$ cat src/sdic_cfg.svh
/*
 * constants of the step/direction input conditioner: register offsets, field positions,
 * reset values and timing figures.
 * assumes a 20 MHz clock and word-aligned Avalon-MM access.
 */
`ifndef SDIC_CFG_SVH
`define SDIC_CFG_SVH
// How it works
// - in closed loop step mode, status bit 13 sets when error exceeds window past timeout.
// - subtype 0: each clock pulse is one step, direction input picks rotation.
// - subtype 1: pulses on one input step clockwise, on the other counter-clockwise.
// - writing 0xfe to operating mode selects automatic identification.
// - in identification mode a travel starts only on a rising edge of control bit 4.
// - during identification status bit 10 shows whether an index pulse was seen.
// - status bit 12 sets once identification has completed.
// - inputs 1..3 have a special bit in 0..2; each input has a level bit at 15+n.
// - level bits show conditioned state regardless of special-function enable.
// - inputs are sampled once per millisecond; shorter pulses may be missed.
// - input 1 negative limit, 2 positive limit or direction, 3 home or clock.
// - differential select 1 folds six inputs into three pairs; 0 is single-ended.
// - enable bits 0..2 gate limit and home functions; interlock bit 3 stays clear; never level bits.
// - invert bit n-1 flips input n, but not the clock and direction functions.
// - a set force-enable bit substitutes the force value for the conditioned level, after inversion.
// - raw word shows sampled pin levels before inversion or forcing.
// - input 1 drives bit 0 as negative limit and its full result on bit 16.
// - with routing on, enable, invert and force settings have no effect.
// - turning routing on preloads the table from the enable and invert settings; force and pair settings are not carried over.
// - every accepted step pulse moves one step in the indicated direction.
// - step size per pulse is numerator over denominator, default 128.
// - with routing on, table entry n selects the source driven onto image bit n.
`define SDIC_A_IMAGE     4'h0
`define SDIC_A_SFMASK    4'h1
`define SDIC_A_POLMASK   4'h2
`define SDIC_A_OVREN     4'h3
`define SDIC_A_OVRVAL    4'h4
`define SDIC_A_RAW       4'h5
`define SDIC_A_PAIR      4'h6
`define SDIC_A_REMAPEN   4'h7
`define SDIC_A_SUBTYPE   4'h8
`define SDIC_A_OPMODE    4'h9
`define SDIC_A_CTRL      4'ha
`define SDIC_A_STATUS    4'hb
`define SDIC_A_STEPNUM   4'hc
`define SDIC_A_STEPDEN   4'hd
`define SDIC_A_POS       4'he
`define SDIC_A_ROUTE     4'hf
`define SDIC_LEVEL_LSB   16
`define SDIC_SF_NEG      0
`define SDIC_SF_POS      1
`define SDIC_SF_HOME     2
`define SDIC_SF_ILOCK    3
`define SDIC_CW_START    4
`define SDIC_ST_INDEXED  10
`define SDIC_ST_ALIGNED  12
`define SDIC_ST_FOLLOW   13
`define SDIC_OPMODE_AUTO 8'hfe
`define SDIC_OPMODE_STEP 8'hff
`define SDIC_SUB_PULSE   8'h00
`define SDIC_SUB_DUAL    8'h01
`define SDIC_STEPNUM_RST 32'h0000_0080
`define SDIC_STEPDEN_RST 32'h0000_0001
`define SDIC_CLK_HZ      20000000
`define SDIC_SAMPLE_US   1000
`define SDIC_SAMPLE_CYC  ((`SDIC_CLK_HZ / 1000000) * `SDIC_SAMPLE_US)
`define SDIC_SRC_ONE     8'h80
`define SDIC_SRC_PIN_LO  7'h01
`define SDIC_SRC_PIN_HI  7'h10
`define SDIC_SRC_ENC_LO  7'h44
`define SDIC_SRC_ENC_HI  7'h47
`endif

$ cat src/sdic_pkg.sv
/*
 * types of the step/direction input conditioner.
 * assumes sdic_cfg.svh supplies the numeric constants.
 */
`default_nettype none
package sdic_pkg;
    typedef struct packed {
        logic        read;
        logic        write;
        logic [3:0]  address;
        logic [31:0] writedata;
    } sdic_req_t;

    typedef struct packed {
        logic        fe_window_exceeded;
        logic        fe_timeout_elapsed;
        logic        closed_loop;
        logic        index_seen;
        logic        setup_done;
    } sdic_motion_t;

    typedef enum logic [1:0] {
        SDIC_ID_IDLE = 2'b00,
        SDIC_ID_RUN  = 2'b01,
        SDIC_ID_DONE = 2'b10
    } sdic_id_state_t;
endpackage
`default_nettype wire

$ cat src/sdic_top.sv
/*
 * step/direction input conditioner: samples six pins every millisecond, conditions them into
 * the input image, decodes step pulses into a signed position, tracks auto setup status.
 * assumes pins synchronous to clk_i and an Avalon-MM master honouring waitrequest.
 */
`timescale 1ns/10ps
`default_nettype none
`include "sdic_cfg.svh"
module sdic_top #(
    parameter int N_IN       = 6,
    parameter int SAMPLE_CYC = `SDIC_SAMPLE_CYC
) (
    input  wire logic                clk_i,          // 20 MHz
    input  wire logic                resetn_i,       // async, active low
    input  wire sdic_pkg::sdic_req_t av_req_i,       // avalon request
    output var  logic [31:0]         av_readdata_o,  // read data
    output logic                     av_waitrequest_o, // low when answer stands
    input  wire logic [N_IN-1:0]     pin_i,          // input pins
    input  wire logic [3:0]          enc_i,          // encoder a, b, index, usb power
    input  wire sdic_pkg::sdic_motion_t motion_i,    // motion core status
    output var  logic [31:0]         input_image_o,  // conditioned image
    output var  logic [31:0]         step_pos_o,     // accumulated step position
    output var  logic                travel_start_o, // travel command pulse
    output var  logic                auto_mode_o     // identification mode active
);
    logic [31:0] sfmask_r, polmask_r, ovren_r, ovrval_r, raw_r, image_r;
    logic [31:0] stepnum_r, stepden_r, pos_r, ctrl_r;
    logic [7:0]  pair_r, remap_r, subtype_r, opmode_r, route_sel_r;
    logic [7:0]  route_r [0:31];
    logic [31:0] readdata_r;
    logic        ack_r, ctrl4_q, id_index_r, id_done_r, fe_r, tick;
    logic [$clog2(SAMPLE_CYC)-1:0] tick_cnt_r;
    logic [N_IN-1:0] cond, lvl_in, lvl_prev_r;
    logic [31:0] img_nxt;
    sdic_pkg::sdic_id_state_t id_state_r;
    wire logic wr = av_req_i.write & ack_r;
    wire logic rd = av_req_i.read & ~ack_r;
    wire logic [3:0] adr = av_req_i.address;

    // one cycle of wait per access; a write lands only at the edge that completes the transfer
    always_ff @(posedge clk_i or negedge resetn_i)
    begin
        if (!resetn_i)
            ack_r <= 1'b0;
        else
            ack_r <= (av_req_i.read | av_req_i.write) & ~ack_r;
    end
    assign av_waitrequest_o = ~ack_r;

    always_ff @(posedge clk_i or negedge resetn_i)
    begin
        if (!resetn_i)
            tick_cnt_r <= '0;
        else if (tick)
            tick_cnt_r <= '0;
        else
            tick_cnt_r <= tick_cnt_r + 1'b1;
    end
    assign tick = (tick_cnt_r == ($clog2(SAMPLE_CYC))'(SAMPLE_CYC - 1));

    // pair mode: pin 2k+1 minus pin 2k; a differential pair reads high when its plus leg is above
    always_comb
    begin
        for (int i = 0; i < N_IN; i++)
            cond[i] = 1'b0;
        for (int i = 0; i < N_IN; i++)
        begin
            if (pair_r[0])
            begin
                if (i < N_IN / 2)
                    cond[i] = raw_r[2*i+1] & ~raw_r[2*i];
            end
            else
                cond[i] = raw_r[i] ^ polmask_r[i];
            if (pair_r[0] && i < N_IN / 2)
                cond[i] = cond[i] ^ polmask_r[i];
            if (ovren_r[i])
                cond[i] = ovrval_r[i];
        end
    end

    function automatic logic route_src(input logic [7:0] sel, input logic [31:0] raw, input logic [3:0] enc);
        logic v;
        v = 1'b0;
        if (sel[6:0] >= `SDIC_SRC_PIN_LO && sel[6:0] <= `SDIC_SRC_PIN_HI)
            v = raw[sel[4:0] - 5'h01];
        else if (sel[6:0] >= `SDIC_SRC_ENC_LO && sel[6:0] <= `SDIC_SRC_ENC_HI)
            v = enc[sel[1:0]];
        return v ^ sel[7];
    endfunction

    always_comb
    begin
        img_nxt = 32'h0000_0000;
        if (remap_r[0])
        begin
            for (int b = 0; b < 32; b++)
                img_nxt[b] = route_src(route_r[b], raw_r, enc_i);
        end
        else
        begin
            for (int i = 0; i < N_IN; i++)
                img_nxt[`SDIC_LEVEL_LSB + i] = cond[i];
            img_nxt[`SDIC_SF_NEG]   = cond[0] & sfmask_r[`SDIC_SF_NEG];
            img_nxt[`SDIC_SF_POS]   = cond[1] & sfmask_r[`SDIC_SF_POS];
            img_nxt[`SDIC_SF_HOME]  = cond[2] & sfmask_r[`SDIC_SF_HOME];
            img_nxt[`SDIC_SF_ILOCK] = 1'b0;
        end
    end

    always_ff @(posedge clk_i or negedge resetn_i)
    begin
        if (!resetn_i)
        begin
            raw_r   <= 32'h0000_0000;
            image_r <= 32'h0000_0000;
        end
        else if (tick)
        begin
            raw_r   <= {{(32-N_IN){1'b0}}, pin_i};
            image_r <= img_nxt;
        end
    end
    assign input_image_o = image_r;

    // step decode on raw levels: inversion never touches clock and direction
    assign lvl_in = raw_r[N_IN-1:0];
    always_ff @(posedge clk_i or negedge resetn_i)
    begin
        if (!resetn_i)
            lvl_prev_r <= '0;
        else if (tick)
            lvl_prev_r <= lvl_in;
    end

    always_ff @(posedge clk_i or negedge resetn_i)
    begin
        if (!resetn_i)
            pos_r <= 32'h0000_0000;
        else if (tick && opmode_r == `SDIC_OPMODE_STEP && stepden_r != 32'h0000_0000)
        begin
            if (subtype_r == `SDIC_SUB_PULSE && lvl_in[2] && !lvl_prev_r[2])
                pos_r <= lvl_in[1] ? pos_r - stepnum_r / stepden_r : pos_r + stepnum_r / stepden_r;
            else if (subtype_r == `SDIC_SUB_DUAL && lvl_in[2] && !lvl_prev_r[2])
                pos_r <= pos_r + stepnum_r / stepden_r;
            else if (subtype_r == `SDIC_SUB_DUAL && lvl_in[1] && !lvl_prev_r[1])
                pos_r <= pos_r - stepnum_r / stepden_r;
        end
    end
    assign step_pos_o = pos_r;

    // identification: start on rising control bit 4 only
    assign auto_mode_o = (opmode_r == `SDIC_OPMODE_AUTO);
    always_ff @(posedge clk_i or negedge resetn_i)
    begin
        if (!resetn_i)
            ctrl4_q <= 1'b0;
        else
            ctrl4_q <= ctrl_r[`SDIC_CW_START];
    end
    always_ff @(posedge clk_i or negedge resetn_i)
    begin
        if (!resetn_i)
            travel_start_o <= 1'b0;
        else
            travel_start_o <= auto_mode_o & ctrl_r[`SDIC_CW_START] & ~ctrl4_q;
    end

    always_ff @(posedge clk_i or negedge resetn_i)
    begin
        if (!resetn_i)
        begin
            id_state_r <= sdic_pkg::SDIC_ID_IDLE;
            id_index_r <= 1'b0;
            id_done_r  <= 1'b0;
        end
        else
        begin
            case (id_state_r)
                sdic_pkg::SDIC_ID_IDLE:
                    if (travel_start_o)
                    begin
                        id_state_r <= sdic_pkg::SDIC_ID_RUN;
                        id_index_r <= 1'b0;
                        id_done_r  <= 1'b0;
                    end
                sdic_pkg::SDIC_ID_RUN:
                begin
                    if (motion_i.index_seen)
                        id_index_r <= 1'b1;
                    if (motion_i.setup_done)
                    begin
                        id_done_r  <= 1'b1;
                        id_state_r <= sdic_pkg::SDIC_ID_DONE;
                    end
                end
                default:
                    if (travel_start_o)
                        id_state_r <= sdic_pkg::SDIC_ID_IDLE;
            endcase
        end
    end

    always_ff @(posedge clk_i or negedge resetn_i)
    begin
        if (!resetn_i)
            fe_r <= 1'b0;
        else
            fe_r <= motion_i.closed_loop & (opmode_r == `SDIC_OPMODE_STEP)
                    & motion_i.fe_window_exceeded & motion_i.fe_timeout_elapsed;
    end

    // register writes
    always_ff @(posedge clk_i or negedge resetn_i)
    begin
        if (!resetn_i)
        begin
            sfmask_r <= 32'h0000_0000;
            polmask_r <= 32'h0000_0000;
            ovren_r <= 32'h0000_0000;
            ovrval_r <= 32'h0000_0000;
            pair_r <= 8'h00;
            remap_r <= 8'h00;
            subtype_r <= `SDIC_SUB_PULSE;
            opmode_r <= 8'h00;
            ctrl_r <= 32'h0000_0000;
            stepnum_r <= `SDIC_STEPNUM_RST;
            stepden_r <= `SDIC_STEPDEN_RST;
            route_sel_r <= 8'h00;
        end
        else if (wr)
        begin
            if (adr == `SDIC_A_SFMASK)
                sfmask_r <= av_req_i.writedata;
            else if (adr == `SDIC_A_POLMASK)
                polmask_r <= av_req_i.writedata;
            else if (adr == `SDIC_A_OVREN)
                ovren_r <= av_req_i.writedata;
            else if (adr == `SDIC_A_OVRVAL)
                ovrval_r <= av_req_i.writedata;
            else if (adr == `SDIC_A_PAIR)
                pair_r <= av_req_i.writedata[7:0];
            else if (adr == `SDIC_A_REMAPEN)
                remap_r <= av_req_i.writedata[7:0];
            else if (adr == `SDIC_A_SUBTYPE)
                subtype_r <= av_req_i.writedata[7:0];
            else if (adr == `SDIC_A_OPMODE)
                opmode_r <= av_req_i.writedata[7:0];
            else if (adr == `SDIC_A_CTRL)
                ctrl_r <= av_req_i.writedata;
            else if (adr == `SDIC_A_STEPNUM)
                stepnum_r <= av_req_i.writedata;
            else if (adr == `SDIC_A_STEPDEN)
                stepden_r <= av_req_i.writedata;
            else if (adr == `SDIC_A_ROUTE)
                route_sel_r <= av_req_i.writedata[7:0];
        end
    end

    // route table: write {entry, source} at ROUTE data; enabling routing preloads the mapping set by the enable and invert masks
    always_ff @(posedge clk_i)
    begin
        for (int b = 0; b < 32; b++)
        begin
            if (wr && adr == `SDIC_A_REMAPEN && av_req_i.writedata[0] && !remap_r[0])
            begin
                if (b >= `SDIC_LEVEL_LSB && b < `SDIC_LEVEL_LSB + N_IN)
                    route_r[b] <= polmask_r[b-`SDIC_LEVEL_LSB] ? 8'(`SDIC_SRC_ONE + b - `SDIC_LEVEL_LSB + 1)
                                                              : 8'(b - `SDIC_LEVEL_LSB + 1);
                else if (b <= `SDIC_SF_HOME && sfmask_r[b])
                    route_r[b] <= polmask_r[b] ? 8'(`SDIC_SRC_ONE + b + 1) : 8'(b + 1);
                else
                    route_r[b] <= 8'h00;
            end
            else if (wr && adr == `SDIC_A_ROUTE && av_req_i.writedata[12:8] == 5'(b))
                route_r[b] <= av_req_i.writedata[7:0];
        end
    end

    always_ff @(posedge clk_i or negedge resetn_i)
    begin
        if (!resetn_i)
            readdata_r <= 32'h0000_0000;
        else if (rd)
        begin
            if (adr == `SDIC_A_IMAGE)
                readdata_r <= image_r;
            else if (adr == `SDIC_A_SFMASK)
                readdata_r <= sfmask_r;
            else if (adr == `SDIC_A_POLMASK)
                readdata_r <= polmask_r;
            else if (adr == `SDIC_A_OVREN)
                readdata_r <= ovren_r;
            else if (adr == `SDIC_A_OVRVAL)
                readdata_r <= ovrval_r;
            else if (adr == `SDIC_A_RAW)
                readdata_r <= raw_r;
            else if (adr == `SDIC_A_PAIR)
                readdata_r <= {24'h000000, pair_r};
            else if (adr == `SDIC_A_REMAPEN)
                readdata_r <= {24'h000000, remap_r};
            else if (adr == `SDIC_A_SUBTYPE)
                readdata_r <= {24'h000000, subtype_r};
            else if (adr == `SDIC_A_OPMODE)
                readdata_r <= {24'h000000, opmode_r};
            else if (adr == `SDIC_A_CTRL)
                readdata_r <= ctrl_r;
            else if (adr == `SDIC_A_STATUS)
                readdata_r <= (32'(fe_r) << `SDIC_ST_FOLLOW) | (32'(id_done_r) << `SDIC_ST_ALIGNED)
                              | (32'(id_index_r & auto_mode_o) << `SDIC_ST_INDEXED);
            else if (adr == `SDIC_A_STEPNUM)
                readdata_r <= stepnum_r;
            else if (adr == `SDIC_A_STEPDEN)
                readdata_r <= stepden_r;
            else if (adr == `SDIC_A_POS)
                readdata_r <= pos_r;
            else
                readdata_r <= 32'h0000_0000;
        end
    end
    assign av_readdata_o = readdata_r;
endmodule
`default_nettype wire

$ cat config.mk
export PLATFORM = sky130hd
export DESIGN_NAME = sdic_top
export DESIGN_NICKNAME = d
export VERILOG_FILES = /design/src/sdic_pkg.sv /design/src/sdic_top.sv
export VERILOG_INCLUDE_DIRS = /design/src
export SDC_FILE = /design/constraint.sdc
export NUM_CORES = 2
export LEC_CHECK = 0
export BUFFER_PORTS_ARGS = -buffer_cell sky130_fd_sc_hd__buf_2
export CAP_MARGIN = 5
export CORE_MARGIN = 2
export CORE_UTILIZATION = 55
export CTS_BUF_LIST = sky130_fd_sc_hd__clkbuf_16
export DETAILED_ROUTE_END_ITERATION = 8
export PLACE_DENSITY = 0.74
export RECOVER_POWER = 25
export SLEW_MARGIN = 20
export SYNTH_ARGS = -nofsm -noshare
export SYNTH_HDL_FRONTEND = slang
export SYNTH_SLANG_ARGS = --single-unit
$ cat constraint.sdc
create_clock -name clk_i -period 74.6 [get_ports clk_i]
set_input_delay 14.92 -clock clk_i [delete_from_list [all_inputs] [get_ports clk_i]]
set_output_delay 14.92 -clock clk_i [all_outputs]
set_load 0.01 [all_outputs]
Yosys cells after proc, flatten, opt, wreduce, memory -nomap -nowiden --
Memories as Yosys holds them, arrays and structs flattened. Index checks and enable logic that the tools add are counted.
Word-level totals: output and inout bits 99, memory bits (writable) 256, flip-flop bits (word level) 384, word-level logic and storage cells 979, bits of input ports 55, memories kept 1
Cells by class: $lt $le $gt $ge 192, add/sub/neg operators 35, reduce and logical (&&, ||, !) cells 134, muxes and demuxes 429, div/mod/pow operators 1, eq/ne operators 54, bitwise gates (word level) 109
Memories:
- route_r | words 32, bits a word 8, rd ports 32, clocked after Yosys merged registers in 0, write ports 32, line sdic_top.sv:29 | logic [7:0] route_r [0:31];
Operator list (count):
- $mux 32 | 19
- $mux 8 | 41
- $mux 1 | 294
- $ge 7x1->1 const B | 32
- $ge 7x7->1 const B | 32
- $le 7x5->1 const B | 32
- $le 7x7->1 const B | 32
- $lt 5x6->1 const B | 32
- $bmux 1 s5 | 32
- $sub 5x1->5 const B | 32
- $logic_and 1x1->1 | 108
- $lt 2x3->1 const B | 32
- $eq 5x5->1 const B | 16
- $bmux 1 s2 | 32
- $xor 1x1->1 | 41
- $eq 5x4->1 const B | 8
- $or 1x1->1 | 36
- $add 32x32->32 | 1
- $div 32x32->32 | 1
- $eq 4x4->1 const B | 8
- $reduce_bool 32->1 | 1
- $sub 32x32->32 | 1
- $eq 5x3->1 const B | 4
- $eq 4x3->1 const B | 4
- 40 further kinds | 83

Depth between registers and ports, before layout --
depth after elaboration 16, gate-level depth with buffers 384, gate-level depth less buffers 343

Worst setup path after synthesis --
No wires, ideal clock.
kind register to register, from register stepden_r[0], to register pos_r[24], in the netlist step_pos_o[24], library setup time 143 ps, clock period less this slack 73862 ps, data required time 74457 ps, stages on the path, launching flop included 348, setup slack 738 ps, arrival time 73719 ps, buffers on the path 56, path through dfstp_2 > inv_1 > ha_1 > inv_1 > nor4_1 > and3_1 > nand4_1 > a2bb2oi_1 > ha_1 > o21ai_0 > nor2b_1 > or2_2 > nor2_1 > inv_1 > and2_1 > a31o_2 > ha_1 > o21bai_1 > (+312 left out) > a21oi_1 > o211ai_1 > nand2_1 > ha_1 > fa_1 > a21oi_1 > o21bai_1 > a211oi_1 > o21ai_0 > a221o_1 > nand4_1 > nand4_1 > a31oi_1 > o21bai_1 > a2111oi_0 > a211oi_1 > xnor2_1 > o21ai_0
Between the ends: cells in the longest elaborated chain, start to end 5, elaborated cells on any way between the ends 10, classes of those cells add/sub: 2; div: 1; mux: 4; reduce/logical: 3
RTL lines:
- from (decl) | line sdic_top.sv:27 | logic [31:0] stepnum_r, stepden_r, pos_r, ctrl_r;
- from (signal assigned) | line sdic_top.sv:228 | stepden_r <= `SDIC_STEPDEN_RST;
- from (signal assigned) | line sdic_top.sv:254 | stepden_r <= av_req_i.writedata;
- $div 32x32->32 | line sdic_top.sv:143, sdic_top.sv:145, sdic_top.sv:147
- $sub 32x32->32 | line sdic_top.sv:143, sdic_top.sv:147
- $mux 32 | line sdic_top.sv:146 | else if (subtype_r == `SDIC_SUB_DUAL && lvl_in[1] && !lvl_prev_r[1])
- $mux 32 | line sdic_top.sv:144 | else if (subtype_r == `SDIC_SUB_DUAL && lvl_in[2] && !lvl_prev_r[2])
- $mux 32 | line sdic_top.sv:142 | if (subtype_r == `SDIC_SUB_PULSE && lvl_in[2] && !lvl_prev_r[2])
- to (signal assigned) | line sdic_top.sv:143 | pos_r <= lvl_in[1] ? pos_r - stepnum_r / stepden_r : pos_r + stepnum_r / stepden_r;
- to (signal assigned) | line sdic_top.sv:145 | pos_r <= pos_r + stepnum_r / stepden_r;
- to (signal assigned) | line sdic_top.sv:147 | pos_r <= pos_r - stepnum_r / stepden_r;
- to (decl) | line sdic_top.sv:27
Parallel ways exist; a longest one is shown, timed or not. The select of a mux whose other input is x is not followed. A chain may end at the register's enable or synchronous reset.

Worst setup path after layout --
from register stepden_r[10], to register pos_r[24], in the netlist step_pos_o[24]
Same word-level chain as after synthesis.

==> impl_metrics.json <==
{
  "dp_hpwl_mm": 184,
  "clk-insertion-delay-late_ns": 0.66,
  "synth_edf_count": 256,
  "synth_top_area_share_pct": 14.6,
  "die_h_um": 348,
  "yosysMostFrequentCell": "nand2_1",
  "required_ns": 75.09,
  "synth_mux_area_share_pct": 9.43,
  "synth_compound_gate_area_share_pct": 21.9,
  "ys_ff_latch": 639,
  "syn_area_mm2": 0.0651,
  "crit_family": "compound AO/OA/AOI/OAI gates",
  "drv_cap": 7,
  "wirelength_mm": 251,
  "setup_viol": 0,
  "viasPerCell": 6.82,
  "drive_gt1_share_pct": 16.5,
  "cts.path.max_buffers": 3,
  "hold_viol": 0,
  "r2r_cells": 325,
  "synth_common_cells": "nand2_1 (682), ha_1 (658), nor2_1 (641)",
  "critPathBufInv": 42,
  "tightest_slew_ns": 6.56,
  "grt_pass1_wl_mm": 372,
  "ys.flop_type": "dfrtp_1",
  "p_per_area_mw_per_mm2": 29.0,
  "coreArea_mm2": 0.118,
  "synth_xor_area_share_pct": 6.16,
  "num_rows": 126,
  "cts_tree": "built",
  "synth_top_family_by_area": "compound AO/OA/AOI/OAI gates",
  "maxSlewViolCount": 484,
  "syn_nets": 8355,
  "crit_fanout": 38,
  "post_synth_num_cell_types": 101,
  "ios": 154,
  "fin_ws_ns": 2.95,
  "grt_antenna_before_repair": 20,
  "cp-start-kind": "flip-flop",
  "synthArstFlopShare_pct": 59.9,
  "dr.first_iter.drc_count": 7628,
  "synth_top_cell_by_area": "dfrtp_1",
  "drc_errors": 0,
  "failed_checks": "capacitance limit, slew limit",
  "via_count": 64300,
  "grt_overflow": 0,
  "p_leak_uw": 0.0320,
  "fillers": 10300,
  "r2r_slack_ns": 2.95,
  "cp.arrival_ns": 72.14,
  "slew_headroom_pct": -338,
  "cp_slowest_cell": "or4_4",
  "path_class": "flip-flop to flip-flop",
  "status": "finished with violations",
  "die-width_um": 348,
  "yosys.area_share.simple_pct": 19.5,
  "fmax_mhz": 14.0,
  "clkSinkCount": 639,
  "io_buffers": 153,
  "area.growth.synth_to_final_pct": 11.0,
  "synth_area_leaders": "dfrtp_1 (15%), ha_1 (13%), edfxtp_1 (12%)",
  "avgSynthCellArea_um2": 8.53,
  "grt_pass1_vias": 60300,
  "gp_congestion": 1.06,
  "slowest_delay_ns": 0.65,
  "cts_buffers": 61,
  "max-vdd-ir-drop_mv": 0.0237,
  "grt_max_degree": 108,
  "drt_pass1_iterations": 9,
  "pre_cts_ws_ns": -3.60,
  "synthCells": 7640,
  "layout_min_cycle_time_ns": 71.65,
  "cp.depth": 325,
  "holdCritPathClass": "flip-flop to flip-flop",
  "root_buffer": "clkbuf_16",
  "crit_path_frequent_cell": "ha_1",
  "holdPathStages": 1,
  "grt_use_total_pct": 39.8,
  "instances_no_fill": 9426,
  "fin_skew_ns": 0.0225,
  "h-tree-depth": 2,
  "yosys_warnings": 0,
  "post-route-period-util_pct": 96.0,
  "initial_core_util_pct": 55.3,
  "cts.clk_slew.worst_paths_ns": 0.07,
  "die_area_mm2": 0.121,
  "final_nets": 8537,
  "placedCellCount": 9243,
  "synthAdderAreaFrac_pct": 12.7,
  "cp-end-kind": "flip-flop",
  "ys_seq_area_share_pct": 26.5,
  "wire_per_inst_um": 26.7,
  "ant_nets": 0
}
[sequential cells by signal, indices dropped and copies added (netlist names), 6 cells and up]
signal,flops
ovrval_r,32
stepnum_r,32
pair_r,8
route_r,256
subtype_r,8
step_pos_o,32
remap_r,8
ctrl_r,32
av_readdata_o,32
tick_cnt_r,15
polmask_r,32
input_image_o,32
ovren_r,32
sfmask_r,32
raw_r,6
stepden_r,32
opmode_r,8
[repair_timing]
item	CTS	global route
resized for setup	52	255
cloned	0	3
endpoints found under the setup margin	32	32
setup buffers	1	45
pin swaps	2	48
hold buffers	0	0
[final timing paths]
check / start / to
max: stepden_r[10] / step_pos_o[24]
min: ack_r / ack_r
max reg2reg: stepden_r[10] / step_pos_o[24]
min reg2reg: ack_r / ack_r
max in group asynchronous: resetn_i / ovren_r[0]
min in group asynchronous: resetn_i / av_readdata_o[19]
[stage by stage]
step	utilization, %	TNS (ns)	hold slack [ns]	area, µm²	total power [µW]
global route	61.4	-1.51	0.474	72300	2210
global placement	58.3	-43.46	0.434	68600	1680
finish	61.4	0	0.445	72300	2090
CTS	60.2	0	0.448	70900	2010
detailed placement	58.3	-74.80	0.440	68600	1690
floorplan	-	0	0.384	65100	1340
[layout make-up]
cell class / instances / area, µm² / share of cell area [%]
Clock inverter: 54 / 443 / 0.612
Clock buffer: 62 / 1550 / 2.14
Antenna cell: 15 / 37.5 / 0.0519
Timing Repair Buffer: 461 / 3250 / 4.49
Sequential cell: 639 / 17300 / 23.9
Timing Repair inverter: 1 / 7.51 / 0.0104
Multi-Input combinational cell: 6335 / 46600 / 64.4
Tap cell: 1536 / 1920 / 2.66
Inverter: 323 / 1230 / 1.70
[cell families after synthesis]
group           count (synthesis)
xor+xnor                      458
fa+ha+maj                     660
mux                           490
compound gates               2159
flops                         639
buf+inv                       667
simple gates                 2567
[power breakdown]
group,total [µW],internal [µW],switching [µW]
Combinational,1340,536,805
Sequential,436,399,37.3
Clock,318,172,146
[per-layer routing]
layer | vias to the layer above | track usage, % | part of all wire, % | routed length, µm
met4 | 18 | 22.7 | 7.0 | 17600
met3 | 924 | 8.18 | 11 | 28100
met1 | 30700 | 52.1 | 39 | 97800
li1 | 28800 | - | - | -
met5 | - | 0 | 0.037 | 93
met2 | 3841 | 61.1 | 43 | 108000
[placed cells by master (no fill, tap or decap), types with 64 or more instances in the layout]
master | synthesis | final
nand2_1 | 682 | 675
ha_1 | 658 | 657
nor2_1 | 641 | 617
a21oi_1 | 515 | 471
o21ai_0 | 495 | 452
dfrtp_1 | 381 | 379
mux2_2 | 347 | 347
xnor2_1 | 319 | 319
inv_1 | 311 | 318
buf_4 | 0 | 283
edfxtp_1 | 256 | 256
nor3_1 | 229 | 207
and2_1 | 209 | 205
a21o_1 | 171 | 170
nand3_1 | 157 | 155
buf_2 | 8 | 148
xor2_1 | 139 | 139
and3_1 | 123 | 123
o21a_1 | 115 | 112
nand2b_1 | 96 | 94
o211ai_1 | 78 | 78
a31oi_1 | 88 | 77
or3_1 | 78 | 76
mux2i_1 | 79 | 72
mux4_2 | 64 | 64
Note: power is estimated with default switching activity, not from simulation.
